### src/hw/oosc_pkg.sv
// Constants shared by the on/off switch control core.
// Assumes a 200 MHz system clock; analog comparators arrive as logic levels.
package oosc_pkg;
    localparam int CLK_HZ = 200_000_000;
    localparam int OSC_HZ = 132_000;
    localparam int JIT_PP_HZ = 8_000;
    localparam int JIT_RATE_HZ = 1_000;
    localparam int CYC_NOM = CLK_HZ / OSC_HZ;
    localparam int CYC_MIN = CLK_HZ / (OSC_HZ + JIT_PP_HZ / 2);
    localparam int CYC_MAX = CLK_HZ / (OSC_HZ - JIT_PP_HZ / 2);
    localparam int JIT_SPAN = CYC_MAX - CYC_MIN;
    localparam int JIT_STEP_CYC = CLK_HZ / (JIT_RATE_HZ * 2 * JIT_SPAN);
    localparam int DUTY_PCT = 65;
    localparam int BLANK_NS = 200;
    localparam int BLANK_CYC = (BLANK_NS * (CLK_HZ / 1_000_000) + 999) / 1000;
    localparam int MIN_ON_NS = 400;
    localparam int MIN_ON_CYC = (MIN_ON_NS * (CLK_HZ / 1_000_000) + 999) / 1000;
    localparam int FAULT_MS = 64;
    localparam int RESTART_MS = 2500;
    localparam int FAULT_OSC = FAULT_MS * (OSC_HZ / 1000);
    localparam int RESTART_OSC = RESTART_MS * (OSC_HZ / 1000);
    localparam int WIN_LEN = 16;
    localparam int HEAVY_CNT = 8;
    localparam int LIGHT_CNT = 3;
    localparam logic [1:0] LIM_LOW = 2'h0;
    localparam logic [1:0] LIM_MID = 2'h1;
    localparam logic [1:0] LIM_HIGH = 2'h2;
    typedef enum logic [1:0] {OOSC_RUN, OOSC_OFF, OOSC_LATCH} oosc_mode_e;
endpackage

### src/hw/oosc_sync.sv
// Two flip-flop synchroniser for a bus of independent levels.
// Assumes each bit is a slow level; no word coherence is given.
`timescale 1ns/1ps
`default_nettype none
module oosc_sync #(
    parameter int W = 1
) (
    input wire logic clk,
    input wire logic rst_n,
    input wire logic [W-1:0] d,
    output logic [W-1:0] q
);
    logic [W-1:0] meta_r;
    always_ff @(posedge clk or negedge rst_n) begin
        if (!rst_n) begin
            meta_r <= '0;
            q <= '0;
        end else begin
            meta_r <= d;
            q <= meta_r;
        end
    end
endmodule
`default_nettype wire

### src/hw/oosc_core.sv
// On/off switch control core: jittered oscillator, cycle enable, current-limit
// stepping, protection gating and auto-restart.
// Assumes comparator levels from the analog front end, asynchronous to clk.
`timescale 1ns/1ps
`default_nettype none
// How it works
// Cycle oscillator averages 132 kHz.
// Period swept by 8 kHz peak-to-peak triangle at 1 kHz.
// Oscillator yields cycle-start pulse and max-duty window.
// Enable sampled at cycle start; high turns switch on for that cycle.
// Enable changes after sampling ignored; started cycle runs to its end.
// Enable input is low while pin current exceeds threshold.
// External feedback holds enable high below reference, low above.
// Limit machine counts enabled cycles in a window to infer load.
// Heavy load high limit, medium reduced, very light further reduced.
// Supply undervoltage inhibits switching until node reaches upper level.
// Over-temperature flag disables switching until hysteresis clears.
// Current above limit ends pulse for the rest of cycle.
// Current comparator masked for a blanking time after turn-on.
// Fault counter cleared by enable low; 64 ms without low disables 2.5 s.
// Auto-restart alternates on and off while fault persists.
// Line undervoltage freezes restart counter during off period.
// With extension active, pulse stays on until current limit.
// Extension suppressed until output first reaches regulation.
// Switching starts only when line-sense current exceeds 25 uA.
// Supply node held low while line undervoltage at power-up.
// Missing line resistor disables undervoltage function.
// Cycle clock runs always; switch on at start, off at limit or duty end.
// Supply overcurrent latches off until supply low or line current low.
// Conduction under 400 ns lowers switching frequency.
// Three limit levels; window counts of enabled cycles set level.
// Asynchronous comparator inputs pass a two-stage synchroniser.
module oosc_core
    import oosc_pkg::*;
#(
    parameter int FAULT_CYCLES = FAULT_OSC,
    parameter int RESTART_CYCLES = RESTART_OSC
) (
    input wire logic clk,
    input wire logic rstn,
    input wire logic enable_in,
    input wire logic line_uv,
    input wire logic line_open,
    input wire logic line_reset,
    input wire logic supply_low,
    input wire logic supply_ok,
    input wire logic over_temp,
    input wire logic shutdown_current_threshold,
    input wire logic cur_over,
    output logic switch_on,
    output logic [1:0] limit_sel,
    output logic hold_supply_low,
    output logic cycle_start,
    output logic max_duty_signal,
    output logic restart_off
);
    import oosc_pkg::*;

    logic rs1_r, rs2_r;
    always_ff @(posedge clk or negedge rstn) begin
        if (!rstn) begin
            rs1_r <= 1'b0;
            rs2_r <= 1'b0;
        end else begin
            rs1_r <= 1'b1;
            rs2_r <= rs1_r;
        end
    end
    wire rst_n = rs2_r;

    logic [8:0] s;
    oosc_sync #(.W(9)) u_sync (
        .clk(clk),
        .rst_n(rst_n),
        .d({enable_in, line_uv, line_open, line_reset, supply_low, supply_ok,
            over_temp, shutdown_current_threshold, cur_over}),
        .q(s)
    );
    wire en_s = s[8];
    wire uv_s = s[7] && !s[6];
    wire lrst_s = s[5];
    wire slow_s = s[4];
    wire sok_s = s[3];
    wire ot_s = s[2];
    wire sd_s = s[1];
    wire cur_s = s[0];

    function automatic logic [15:0] duty_of(input logic [15:0] per);
        duty_of = 16'((32'(per) * DUTY_PCT) / 100);
    endfunction

    // Switch state is read by the oscillator and mode by the switch pulse, so they are declared first
    logic on_r, on_nxt, ext_ok_r, ext_ok_nxt;
    logic [15:0] on_cnt_r, on_cnt_nxt;
    oosc_mode_e mode_r, mode_nxt;

    // Oscillator and jitter
    logic [15:0] cnt_r, cnt_nxt, per_r, per_nxt;
    logic [15:0] jdiv_r, jdiv_nxt;
    logic jdir_r, jdir_nxt, stretch_r, stretch_nxt;
    logic start_w;
    always_comb begin
        cnt_nxt = cnt_r + 16'h0001;
        per_nxt = per_r;
        jdiv_nxt = jdiv_r + 16'h0001;
        jdir_nxt = jdir_r;
        stretch_nxt = stretch_r;
        start_w = 1'b0;
        if (jdiv_r >= 16'(JIT_STEP_CYC - 1)) begin
            jdiv_nxt = '0;
            if (jdir_r) begin
                if (per_r >= 16'(CYC_MAX)) jdir_nxt = 1'b0;
                else per_nxt = per_r + 16'h0001;
            end else begin
                if (per_r <= 16'(CYC_MIN)) jdir_nxt = 1'b1;
                else per_nxt = per_r - 16'h0001;
            end
        end
        // Short pulses double the period so peak current stays bounded
        if (cnt_r >= (stretch_r ? {per_r[14:0], 1'b0} : per_r) - 16'h0001) begin
            cnt_nxt = '0;
            start_w = 1'b1; // see
            stretch_nxt = 1'b0;
        end
        if (on_r && !on_nxt && on_cnt_r < 16'(MIN_ON_CYC)) stretch_nxt = 1'b1;
    end

    // Switch pulse
    logic duty_w;
    assign duty_w = cnt_r < duty_of(per_r);
    logic allow_w;
    always_comb begin
        on_nxt = on_r;
        on_cnt_nxt = on_r ? on_cnt_r + 16'h0001 : '0;
        ext_ok_nxt = ext_ok_r;
        // Only a real cycle-start sample counts; the synchroniser resets low
        if (start_w && !en_s) ext_ok_nxt = 1'b1;
        if (start_w) begin
            on_nxt = en_s && allow_w; // see
            on_cnt_nxt = '0;
        end else if (on_r) begin
            if (cur_s && on_cnt_r >= 16'(BLANK_CYC)) on_nxt = 1'b0; // see
            else if (!duty_w && !ext_ok_r) on_nxt = 1'b0;
            // Extension keeps conducting past duty until limit, see
        end
        // No pulse in the cycle that enters the off or latched state
        if (!allow_w || mode_nxt != OOSC_RUN) on_nxt = 1'b0;
    end

    // Current-limit selection over a window of cycles
    logic [4:0] win_r, win_nxt, hits_r, hits_nxt;
    logic [1:0] lim_r, lim_nxt;
    always_comb begin
        win_nxt = win_r;
        hits_nxt = hits_r;
        lim_nxt = lim_r;
        if (start_w) begin
            hits_nxt = hits_r + {4'h0, en_s};
            win_nxt = win_r + 5'h01;
            if (win_r == 5'(WIN_LEN - 1)) begin
                win_nxt = '0;
                hits_nxt = '0;
                if (hits_r >= 5'(HEAVY_CNT)) lim_nxt = LIM_HIGH;
                else if (hits_r >= 5'(LIGHT_CNT)) lim_nxt = LIM_MID;
                else lim_nxt = LIM_LOW;
            end
        end
    end

    // Protection and auto-restart
    logic [31:0] fc_r, fc_nxt;
    logic bp_ok_r, bp_ok_nxt, ot_r, ot_nxt, up_r, up_nxt;
    always_comb begin
        mode_nxt = mode_r;
        fc_nxt = fc_r;
        bp_ok_nxt = bp_ok_r;
        ot_nxt = ot_s;
        up_nxt = up_r;
        if (slow_s) bp_ok_nxt = 1'b0;
        else if (sok_s) bp_ok_nxt = 1'b1;
        if (start_w && !uv_s) up_nxt = 1'b1;
        unique case (mode_r)
            OOSC_RUN: begin
                if (start_w) begin
                    if (!en_s) fc_nxt = '0;
                    else if (fc_r >= 32'(FAULT_CYCLES - 1)) begin
                        fc_nxt = '0;
                        mode_nxt = OOSC_OFF;
                    end else fc_nxt = fc_r + 32'h0000_0001;
                end
            end
            OOSC_OFF: begin
                if (start_w && !uv_s) begin
                    if (fc_r >= 32'(RESTART_CYCLES - 1)) begin
                        fc_nxt = '0;
                        mode_nxt = OOSC_RUN;
                    end else fc_nxt = fc_r + 32'h0000_0001;
                end
            end
            OOSC_LATCH: begin
                if (slow_s || lrst_s) begin
                    mode_nxt = OOSC_RUN;
                    fc_nxt = '0;
                end
            end
        endcase
        if (sd_s) mode_nxt = OOSC_LATCH;
    end
    assign allow_w = bp_ok_r && !ot_r && up_r && !uv_s && mode_r == OOSC_RUN;

    always_ff @(posedge clk or negedge rst_n) begin
        if (!rst_n) begin
            cnt_r <= '0;
            per_r <= 16'(CYC_NOM);
            jdiv_r <= '0;
            jdir_r <= 1'b0;
            stretch_r <= 1'b0;
            on_r <= 1'b0;
            on_cnt_r <= '0;
            ext_ok_r <= 1'b0;
            win_r <= '0;
            hits_r <= '0;
            lim_r <= LIM_HIGH;
            mode_r <= OOSC_RUN;
            fc_r <= '0;
            bp_ok_r <= 1'b0;
            ot_r <= 1'b0;
            up_r <= 1'b0;
            switch_on <= 1'b0;
            limit_sel <= LIM_HIGH;
            hold_supply_low <= 1'b0;
            cycle_start <= 1'b0;
            max_duty_signal <= 1'b0;
            restart_off <= 1'b0;
        end else begin
            cnt_r <= cnt_nxt;
            per_r <= per_nxt;
            jdiv_r <= jdiv_nxt;
            jdir_r <= jdir_nxt;
            stretch_r <= stretch_nxt;
            on_r <= on_nxt;
            on_cnt_r <= on_cnt_nxt;
            ext_ok_r <= ext_ok_nxt;
            win_r <= win_nxt;
            hits_r <= hits_nxt;
            lim_r <= lim_nxt;
            mode_r <= mode_nxt;
            fc_r <= fc_nxt;
            bp_ok_r <= bp_ok_nxt;
            ot_r <= ot_nxt;
            up_r <= up_nxt;
            switch_on <= on_nxt;
            limit_sel <= lim_nxt;
            hold_supply_low <= !up_nxt && uv_s;
            cycle_start <= start_w;
            max_duty_signal <= cnt_nxt < duty_of(per_nxt);
            restart_off <= mode_nxt == OOSC_OFF;
        end
    end
endmodule
`default_nettype wire

### config.mk
export PLATFORM = sky130hd
export DESIGN_NAME = oosc_core
export DESIGN_NICKNAME = d
export VERILOG_FILES = /design/src/hw/oosc_pkg.sv /design/src/hw/oosc_sync.sv /design/src/hw/oosc_core.sv
export SDC_FILE = /design/constraint.sdc
export NUM_CORES = 1
export LEC_CHECK = 0
export CAP_MARGIN = 25
export CORE_ASPECT_RATIO = 0.8
export CORE_MARGIN = 2
export CORE_UTILIZATION = 38
export DETAILED_ROUTE_END_ITERATION = 8
export DONT_BUFFER_PORTS = 1
export MAX_ROUTING_LAYER = met4
export PLACE_DENSITY_LB_ADDON = 0.1
export SLEW_MARGIN = 30
export SYNTH_ARGS = -nofsm -noshare
export SYNTH_HDL_FRONTEND = slang
export SYNTH_SLANG_ARGS = --single-unit
### constraint.sdc
create_clock -name clk -period 6.55 [get_ports clk]
set_clock_uncertainty 0.15 [all_clocks]
set_input_delay 0.3275 -clock clk [delete_from_list [all_inputs] [get_ports clk]]
set_output_delay 0.3275 -clock clk [all_outputs]
set_load 0.02 [all_outputs]
==> impl_metrics.toml, run 1 <==
[global_routing]
grt_pass1_vias = 20015
grt_usage_pct = 26.2
overflow = 0
grt_max_degree = 81
grt_pass1_wl_um = 101000
antenna_found_initial = 0

[critical_path]
ff2ff_path_depth = 60
critical_path_buf_inv_count = 6
cp-end-kind = "flip-flop"
cpLargestDelayFamily = "compound AO/OA/AOI/OAI gates"
max_stage_delay_ns = 0.55
setup.worst_path.class = "reg2reg"
cp_common_cell = "buf_4"
start_kind = "flip-flop"
critPathMaxFanout = 11
worstPathArrival_ns = 13.89
reg2reg_from = "per_r[12]$_DFF_PN0_"
reg2reg_slack_ns = -7.12
crit_slowest_cell = "or4_4"
crit_cells = 60
worstSetupStartpoint = "per_r[12]$_DFF_PN0_"
critPathRequiredTime_ns = 6.77
cp-endpoint = "max_duty_signal$_DFF_PN0_"
timing.rr.end = "max_duty_signal$_DFF_PN0_"

[clocking]
cts_tree = "yes"
clock_latency_ns = 0.42
cts_max_level = 4
clkTransAtPathRegs_ns = 0.07
cts.sinks = 141
clk_path_buf_depth = 2
cts_inserted_buffers = 17
root_buffer = "clkbuf_16"

[placed_design]
io_buffers = 0
dp_slack_ns = -7.16
hpwl_um = 47600
gp_congestion = 0.973

[synthesis]
syn_inst = 2198
synth_edf_count = 0
avgSynthCellArea_sq_um = 7.82
post_synth_num_cell_types = 138
ys.flop_type = "dfrtp_1"
yosysSeqAreaShare_pct = 20.6
ys_ff_latch = 141
async_reset_ff_share_pct = 100
syn_area_sq_mm = 0.0172
yosys_warnings = 0

[routing]
drtIter0Drc = 1372
top_layer_used = "met4"
vias_per_cell = 5.69
firstDrtPassIters = 6
remaining_drc_errors = 0
wl_per_cell_um = 17.2
vias = 20688
wl_met2_um = 29100
wl_met1_um = 30100
antenna_left = 0
wirelength_um = 62600
route.met3.wl_um = 2670

[die]
ios = 18
start_util_pct = 38.6
coreArea_sq_mm = 0.0445
fp.dieArea_sq_mm = 0.0469
row_count = 69
die_w_um = 242
dieHeight_um = 194

[sta]
max_freq_ghz = 0.0731
slew_violations = 0
setup_ws_ns = -7.12
finalSetupTns_ns = -19.20
finalCritPeriodShare_pct = 209
setup_viol = 3
grt_setup_unrepaired = "true"
timing.final.crit_period_ns = 13.67
tightest_slew_ns = 0.804
hold_ws_ns = 0.198
maxSlewHeadroom_pct = 46.4
hold_viol = 0

[final_layout]
layout.nets = 3132
drive_gt1_share_pct = 42.8
nFillCells = 3904
area_growth_pct = 58.2
diodes = 0
layout_common_cells = "buf_4 (826), nor2_1 (226), nand2_1 (175), dfrtp_1 (131), a21oi_1 (110)"
mostFrequentLayoutCell = "buf_4"

[run]
drv_cap = 0

[outcome]
status = "finished, violations left"
violations = "negative setup slack"

[hold_path]
min_path_type = "reg2reg"
==> through the flow <==
| step | instance area [sq um] | util (%) | instances |
|---|---|---|---|
| final | 27200 | 61.0 | 3634 |
| after global routing | 27200 | 61.0 | 3634 |
| after CTS | 26000 | 58.4 | 3586 |
| after detailed placement | 23900 | 53.7 | 3469 |
| after global placement | 23900 | 53.7 | 3469 |
| after floorplan | 18000 | - | 2202 |
==> kinds of logic after synthesis <==
family / share of synthesized area, %
simple gates: 25.1
compound gates: 32.7
xor+xnor: 7.68
flops: 20.6
buf+inv: 3.43
fa+ha+maj: 8.01
mux: 2.45
other cells: 0.0437
==> how the worst min path moves through the flow <==
stage,endpoint,cells past startpoint,from
floorplan,rs1_r$_DFF_PN0_,0,rstn
global placement,rs1_r$_DFF_PN0_,0,rstn
detailed placement,rs1_r$_DFF_PN0_,0,rstn
CTS,u_sync.q[4]$_DFF_PN0_,0,u_sync.meta_r[4]$_DFF_PN0_
global route,u_sync.q[5]$_DFF_PN0_,0,u_sync.meta_r[5]$_DFF_PN0_
finish,u_sync.q[4]$_DFF_PN0_,0,u_sync.meta_r[4]$_DFF_PN0_
==> cell usage after synthesis (15+ instances only) <==
cell,n,share of area [%]
nor2_1,240,5.2
nand2_1,183,4.0
a21oi_1,134,3.9
dfrtp_1,132,19
o21ai_0,119,3.5
nand3_1,115,3.4
ha_1,101,7.4
xnor2_1,83,4.2
nor3_1,67,2.0
xor2_1,62,3.2
inv_1,44,0.96
a21o_1,43,1.9
a31oi_1,42,1.5
o211ai_1,41,1.8
a211oi_1,37,1.6
and3_1,36,1.3
nand4_1,34,1.2
clkbuf_1,32,0.70
and2_1,26,0.95
o31ai_1,25,1.1
o21a_1,24,1.0
nand2b_1,23,0.84
o21ai_1,22,0.64
nor4_1,21,0.76
a211o_1,20,1.0
mux2i_1,20,1.2
nor2b_1,19,0.69
or3_1,19,0.69
o22ai_1,18,0.66
buf_4,16,0.70
o211a_1,15,0.87
==> cell type report <==
class	count	area [sq um]	share of cell area (%)
Tap cell	603	754	2.78
Timing Repair inverter	1	6.26	0.0230
Inverter	55	218	0.801
Clock inverter	14	206	0.760
Sequential cell	141	3540	13.0
Clock buffer	18	429	1.58
Timing Repair Buffer	868	6730	24.8
Multi-Input combinational cell	1934	15300	56.3
==> worst register-to-register path, delay by kind of cell, from the launching register on <==
family	cells	cell delay, ns
buf+inv	6	0.94
mux	2	0.59
xor+xnor	3	0.54
simple gates	14	2.99
compound gates	31	7.03
fa+ha+maj	4	1.05
flops	1	0.37
==> layer usage <==
layer  vias to the layer above  global-route usage, %
li1                      10063                      -
met1                     10021                   36.2
met2                       536                   42.3
met3                        68                   2.42
met4                         0                   4.07
met5                         -                      -
==> state kept, by name, summed over array words and instances, names as in the netlist, 2 cells and up <==
signal	cells
fc_r	32
cnt_r	16
jdiv_r	16
on_cnt_r	16
per_r	16
u_sync.meta_r	9
u_sync.q	9
hits_r	5
win_r	5
lim_r	2
mode_r	2
==> repair_timing <==
item,CTS,global route
pin swaps,90,95
setup endpoints to repair,3,18
buffers inserted,73,49
endpoints found under the hold margin,11,0
gates resized for setup,154,156
gates cloned,1,0
hold buffers,11,0
Power of run 1 is not shown: default switching activity piles up to over one toggle a cycle in this logic, so the estimate is an artifact.
==> run 2, diff against run 1 <==
- CAP_MARGIN: 25 -> 20
- TNS_END_PERCENT: not set -> 5
==> run 2 against run 1 <==
  * The run still ends with negative setup slack left
  * Global-route usage shrank 0.67 points
  * Die area is the same
  * Worst setup slack lost 0.18 ns
  * Critical path depth grew 4
  * Flip-flop and latch count is the same
  * Register-to-register slack lost 0.18 ns
  * Sequential share of layout area grew 0.87 points
  * Final area shrank 6.3%
  * Worst hold slack lost 0.13 ns
  * Clock-buffer cell count shrank 1
  * Non-clock buffer count shrank 91
  * Critical path type unchanged
  * Critical endpoint unchanged
==> impl_metrics.toml, run 2 (synthesis gave the netlist of run 1 again) <==
[placed_design]
io_buffers = 0
gp_congestion = 0.957
hpwl_um = 47100
dp_slack_ns = -7.32

[routing]
antenna_left = 0
top_layer_used = "met4"
route.met3.wl_um = 2620
wl_met2_um = 25900
vias_per_cell = 5.67
drtIter0Drc = 1646
wirelength_um = 60000
remaining_drc_errors = 0
firstDrtPassIters = 6
wl_per_cell_um = 16.9
vias = 20098
wl_met1_um = 30800

[final_layout]
mostFrequentLayoutCell = "buf_4"
top_register = "fc_r"
drive_gt1_share_pct = 37.9
area_growth_pct = 48.3
nFillCells = 4129
largest_reg_flops = 32
layout_common_cells = "buf_4 (756), nor2_1 (231), nand2_1 (176), dfrtp_1 (131), a21oi_1 (115)"
layout.nets = 3041
utilization_pct = 57.2

[sta]
timing.final.crit_period_ns = 13.85
setup_ws_ns = -7.30
maxSlewHeadroom_pct = 55.1
finalCritPeriodShare_pct = 211
grt_setup_unrepaired = "true"
tightest_slew_ns = 0.674
max_freq_ghz = 0.0722
slew_violations = 0
setup_viol = 3
hold_viol = 0

[critical_path]
ff2ff_path_depth = 64
cp_common_cell = "buf_4"
worstPathArrival_ns = 14.07
crit_slowest_cell = "or4_4"
max_stage_delay_ns = 0.53
start_kind = "flip-flop"
cp-end-kind = "flip-flop"
critPathRequiredTime_ns = 6.77
setup.worst_path.class = "reg2reg"
critPathMaxFanout = 7

[global_routing]
grt_max_degree = 75
grt_pass1_wl_um = 97900
grt_usage_pct = 25.5
antenna_found_initial = 0
overflow = 0
grt_pass1_vias = 19020

[clocking]
cts.sinks = 141
root_buffer = "clkbuf_16"
cts_inserted_buffers = 17
clock_latency_ns = 0.44
cts_max_level = 4
clk_path_buf_depth = 2
cts_tree = "yes"
clkTransAtPathRegs_ns = 0.07

[die]
fp.dieArea_sq_mm = 0.0469
start_util_pct = 38.6
ios = 18
dieHeight_um = 194
row_count = 69
coreArea_sq_mm = 0.0445
die_w_um = 242

[hold_path]
min_path_type = "reg2async"

[outcome]
violations = "negative setup slack"
status = "finished, violations left"

[run]
drv_cap = 0
run 2: path summary, 6_finish.rpt:
path	end	slack, ns	start
worst min-delay path	fc_r[14]$_DFFE_PN0P_	0.07	rs2_r$_DFF_PN0_
worst max register to register	max_duty_signal$_DFF_PN0_	-7.30	per_r[12]$_DFF_PN0_
worst min register to register	fc_r[14]$_DFFE_PN0P_	0.07	rs2_r$_DFF_PN0_
max in group asynchronous	jdiv_r[11]$_DFF_PN0_	4.91	rs2_r$_DFF_PN0_
min in group clk	u_sync.q[7]$_DFF_PN0_	0.20	u_sync.meta_r[7]$_DFF_PN0_
worst max-delay path	max_duty_signal$_DFF_PN0_	-7.30	per_r[12]$_DFF_PN0_
run 2: cell type report:
class	count	area [sq um]	share of cell area [%]
diodes	1	2.50	0.00983
clock buffers	17	425	1.67
clock inverters	15	165	0.648
inverters	55	218	0.855
multi-input cells	1935	14400	56.7
flip-flops and latches	141	3540	13.9
well taps	603	754	2.96
repair buffers	777	5930	23.3
run 2: per-layer routing:
| metal | vias to the layer above | GRT usage, % |
|---|---|---|
| li1 | 9884 | - |
| met5 | - | - |
| met4 | 0 | 4.66 |
| met2 | 518 | 37.5 |
| met1 | 9647 | 37.8 |
| met3 | 49 | 2.63 |
run 2: per-stage QoR:
stage	hold slack, ns	instances	TNS [ns]	instance area (sq um)
2_1_floorplan	-0.118	2202	-18.46	17700
3_3_place_gp	-0.118	3457	-21.03	23400
3_5_place_dp	-0.118	3457	-21.61	23400
4_1_cts	0.201	3512	-20.90	24600
5_1_grt	0.101	3543	-22.94	25500
6_report	0.0697	3544	-21.06	25500
run 2: worst max-delay path, delay by kind of cell (launching register included):
family	cells	cell delay [ns]
mux	3	0.74
fa+ha+maj	5	1.42
simple gates	12	2.13
flops	1	0.38
buf+inv	8	1.21
compound gates	33	7.20
xor+xnor	3	0.50
run 2: repair_timing:
action	4_1_cts	5_1_grt
endpoints found under the setup margin	3	10
gates resized for setup	74	113
hold buffers	11	0
cloned	0	1
buffers inserted	12	30
pin swaps	25	90
endpoints found under the hold margin	11	0
Power of run 2 is left out for the same reason.
==> run 3, diff against run 2 <==
- RECOVER_POWER: not set -> 50
==> run 3 against run 2 <==
  * The flow finishes with violations (max-capacitance violations, max-slew violations, negative setup slack)
  * Global-route usage unchanged
  * Non-clock buffer count unchanged
  * First-iteration DRC count increased by 0.36%
  * Cell count hardly changed
==> impl_metrics.toml, run 3 (synthesis gave the netlist of run 1 again) <==
[die]
ios = 18
coreArea_sq_mm = 0.0445
start_util_pct = 38.6
fp.dieArea_sq_mm = 0.0469
dieHeight_um = 194
die_w_um = 242
row_count = 69

[routing]
wl_per_cell_um = 17.0
drtIter0Drc = 1652
wirelength_um = 60100
antenna_left = 0
remaining_drc_errors = 0
vias = 20082
vias_per_cell = 5.67
firstDrtPassIters = 5

[critical_path]
timing.rr.end = "max_duty_signal$_DFF_PN0_"
max_stage_delay_ns = 0.53
crit_slowest_cell = "or4_4"
cp-end-kind = "flip-flop"
cp-endpoint = "max_duty_signal$_DFF_PN0_"
start_kind = "flip-flop"
ff2ff_path_depth = 64
setup.worst_path.class = "reg2reg"
reg2reg_slack_ns = -7.29
cp_common_cell = "buf_4"
worstPathArrival_ns = 14.07
critPathRequiredTime_ns = 6.77
critPathMaxFanout = 7
reg2reg_from = "per_r[12]$_DFF_PN0_"
worstSetupStartpoint = "per_r[12]$_DFF_PN0_"

[sta]
setup_viol = 3
hold_viol = 0
setup_ws_ns = -7.29
maxSlewHeadroom_pct = -77.4
slew_violations = 121
grt_setup_unrepaired = "true"
finalCritPeriodShare_pct = 211
tightest_slew_ns = 2.66
timing.final.crit_period_ns = 13.84
hold_ws_ns = 0.198
max_freq_ghz = 0.0722

[final_layout]
multi_input_area_sq_mm = 0.0144
layout_common_cells = "buf_4 (755), nor2_1 (231), nand2_1 (176), dfrtp_1 (132), a21oi_1 (115)"
utilization_pct = 57.1
drive_gt1_share_pct = 37.8
mostFrequentLayoutCell = "buf_4"
area_growth_pct = 48.0
largest_reg_flops = 32
diodes = 0
nFillCells = 4135
top_register = "fc_r"
seq_area_sq_mm = 0.00354
layout.nets = 3041

[clocking]
cts_inserted_buffers = 17
cts_max_level = 4
clk_path_buf_depth = 2
cts.sinks = 141
clock_latency_ns = 0.44
cts_tree = "yes"
root_buffer = "clkbuf_16"
clkTransAtPathRegs_ns = 0.07

[global_routing]
grt_max_degree = 75
grt_usage_pct = 25.5
grt_pass1_wl_um = 97900
antenna_found_initial = 0
grt_pass1_vias = 19020
overflow = 0

[placed_design]
dp_slack_ns = -7.32
hpwl_um = 47100
gp_congestion = 0.957
io_buffers = 0

[hold_path]
min_path_type = "reg2async"

[outcome]
status = "finished, violations left"
violations = "max-capacitance violations, max-slew violations, negative setup slack"

[run]
drv_cap = 2
run 3: cell types whose count changed in the layout (fill, tap and decap cells not counted):
cell      delta
diode_2      -1
dfstp_1      +1
dfstp_2      -1
dfrtp_4      -1
buf_6        -1
buf_4        -1
dfrtp_1      +1
buf_16       -1
clkbuf_1     +2
clkbuf_2     +1
run 3: worst min path at each step:
| stage | endpoint | slack [ns] | depth (start not counted) |
|---|---|---|---|
| after global routing | u_sync.q[7]$_DFF_PN0_ | 0.21 | 0 |
| final | fc_r[14]$_DFFE_PN0P_ | 0.20 | 0 |
| after CTS | u_sync.q[7]$_DFF_PN0_ | 0.20 | 0 |
| after floorplan | rs1_r$_DFF_PN0_ | -0.12 | 0 |
| after global placement | rs1_r$_DFF_PN0_ | -0.12 | 0 |
| after detailed placement | rs1_r$_DFF_PN0_ | -0.12 | 0 |
run 3: metal layers:
metal | track usage [%] | part of all wire, % | vias to the layer above
li1 | - | - | 9887
met1 | 37.8 | 51 | 9634
met2 | 37.5 | 43 | 512
met3 | 2.63 | 4.4 | 49
met4 | 4.66 | 1.1 | 0
met5 | - | 0 | -
run 3: layout make-up:
type	instances	share of cell area [%]
Timing Repair Buffer	777	23.2
Clock inverter	15	0.649
Inverter	55	0.856
Clock buffer	17	1.67
Sequential cell	141	13.9
Multi-Input combinational cell	1935	56.7
Tap cell	603	2.97
run 3: stage by stage:
stage                     cell area, sq um  std cells  setup TNS [ns]
after floorplan                      17700       2202          -18.46
after global placement               23400       3457          -21.03
after detailed placement             23400       3457          -21.61
after CTS                            24600       3512          -20.90
after global routing                 25400       3543          -22.94
final                                25400       3543          -21.11
run 3: critical path: cells and delay by family, from the launching register on:
family                   cells  cell delay, ns
multiplexers                 3            0.74
adder cells (fa/ha/maj)      5            1.42
buffers and inverters        8            1.21
flip-flops                   1            0.38
AND/OR/NAND/NOR             12            2.13
AO/OA/AOI/OAI               33            7.19
XOR/XNOR                     3            0.50
run 3: timing repair:
item | in CTS | in global routing
endpoints found under the setup margin | 3 | 10
pin swaps | 25 | 90
hold endpoints to repair | 11 | 0
setup buffers | 12 | 30
cloned | 0 | 1
resized for setup | 74 | 113
hold buffers | 11 | 0
Power of run 3 is left out for the same reason.
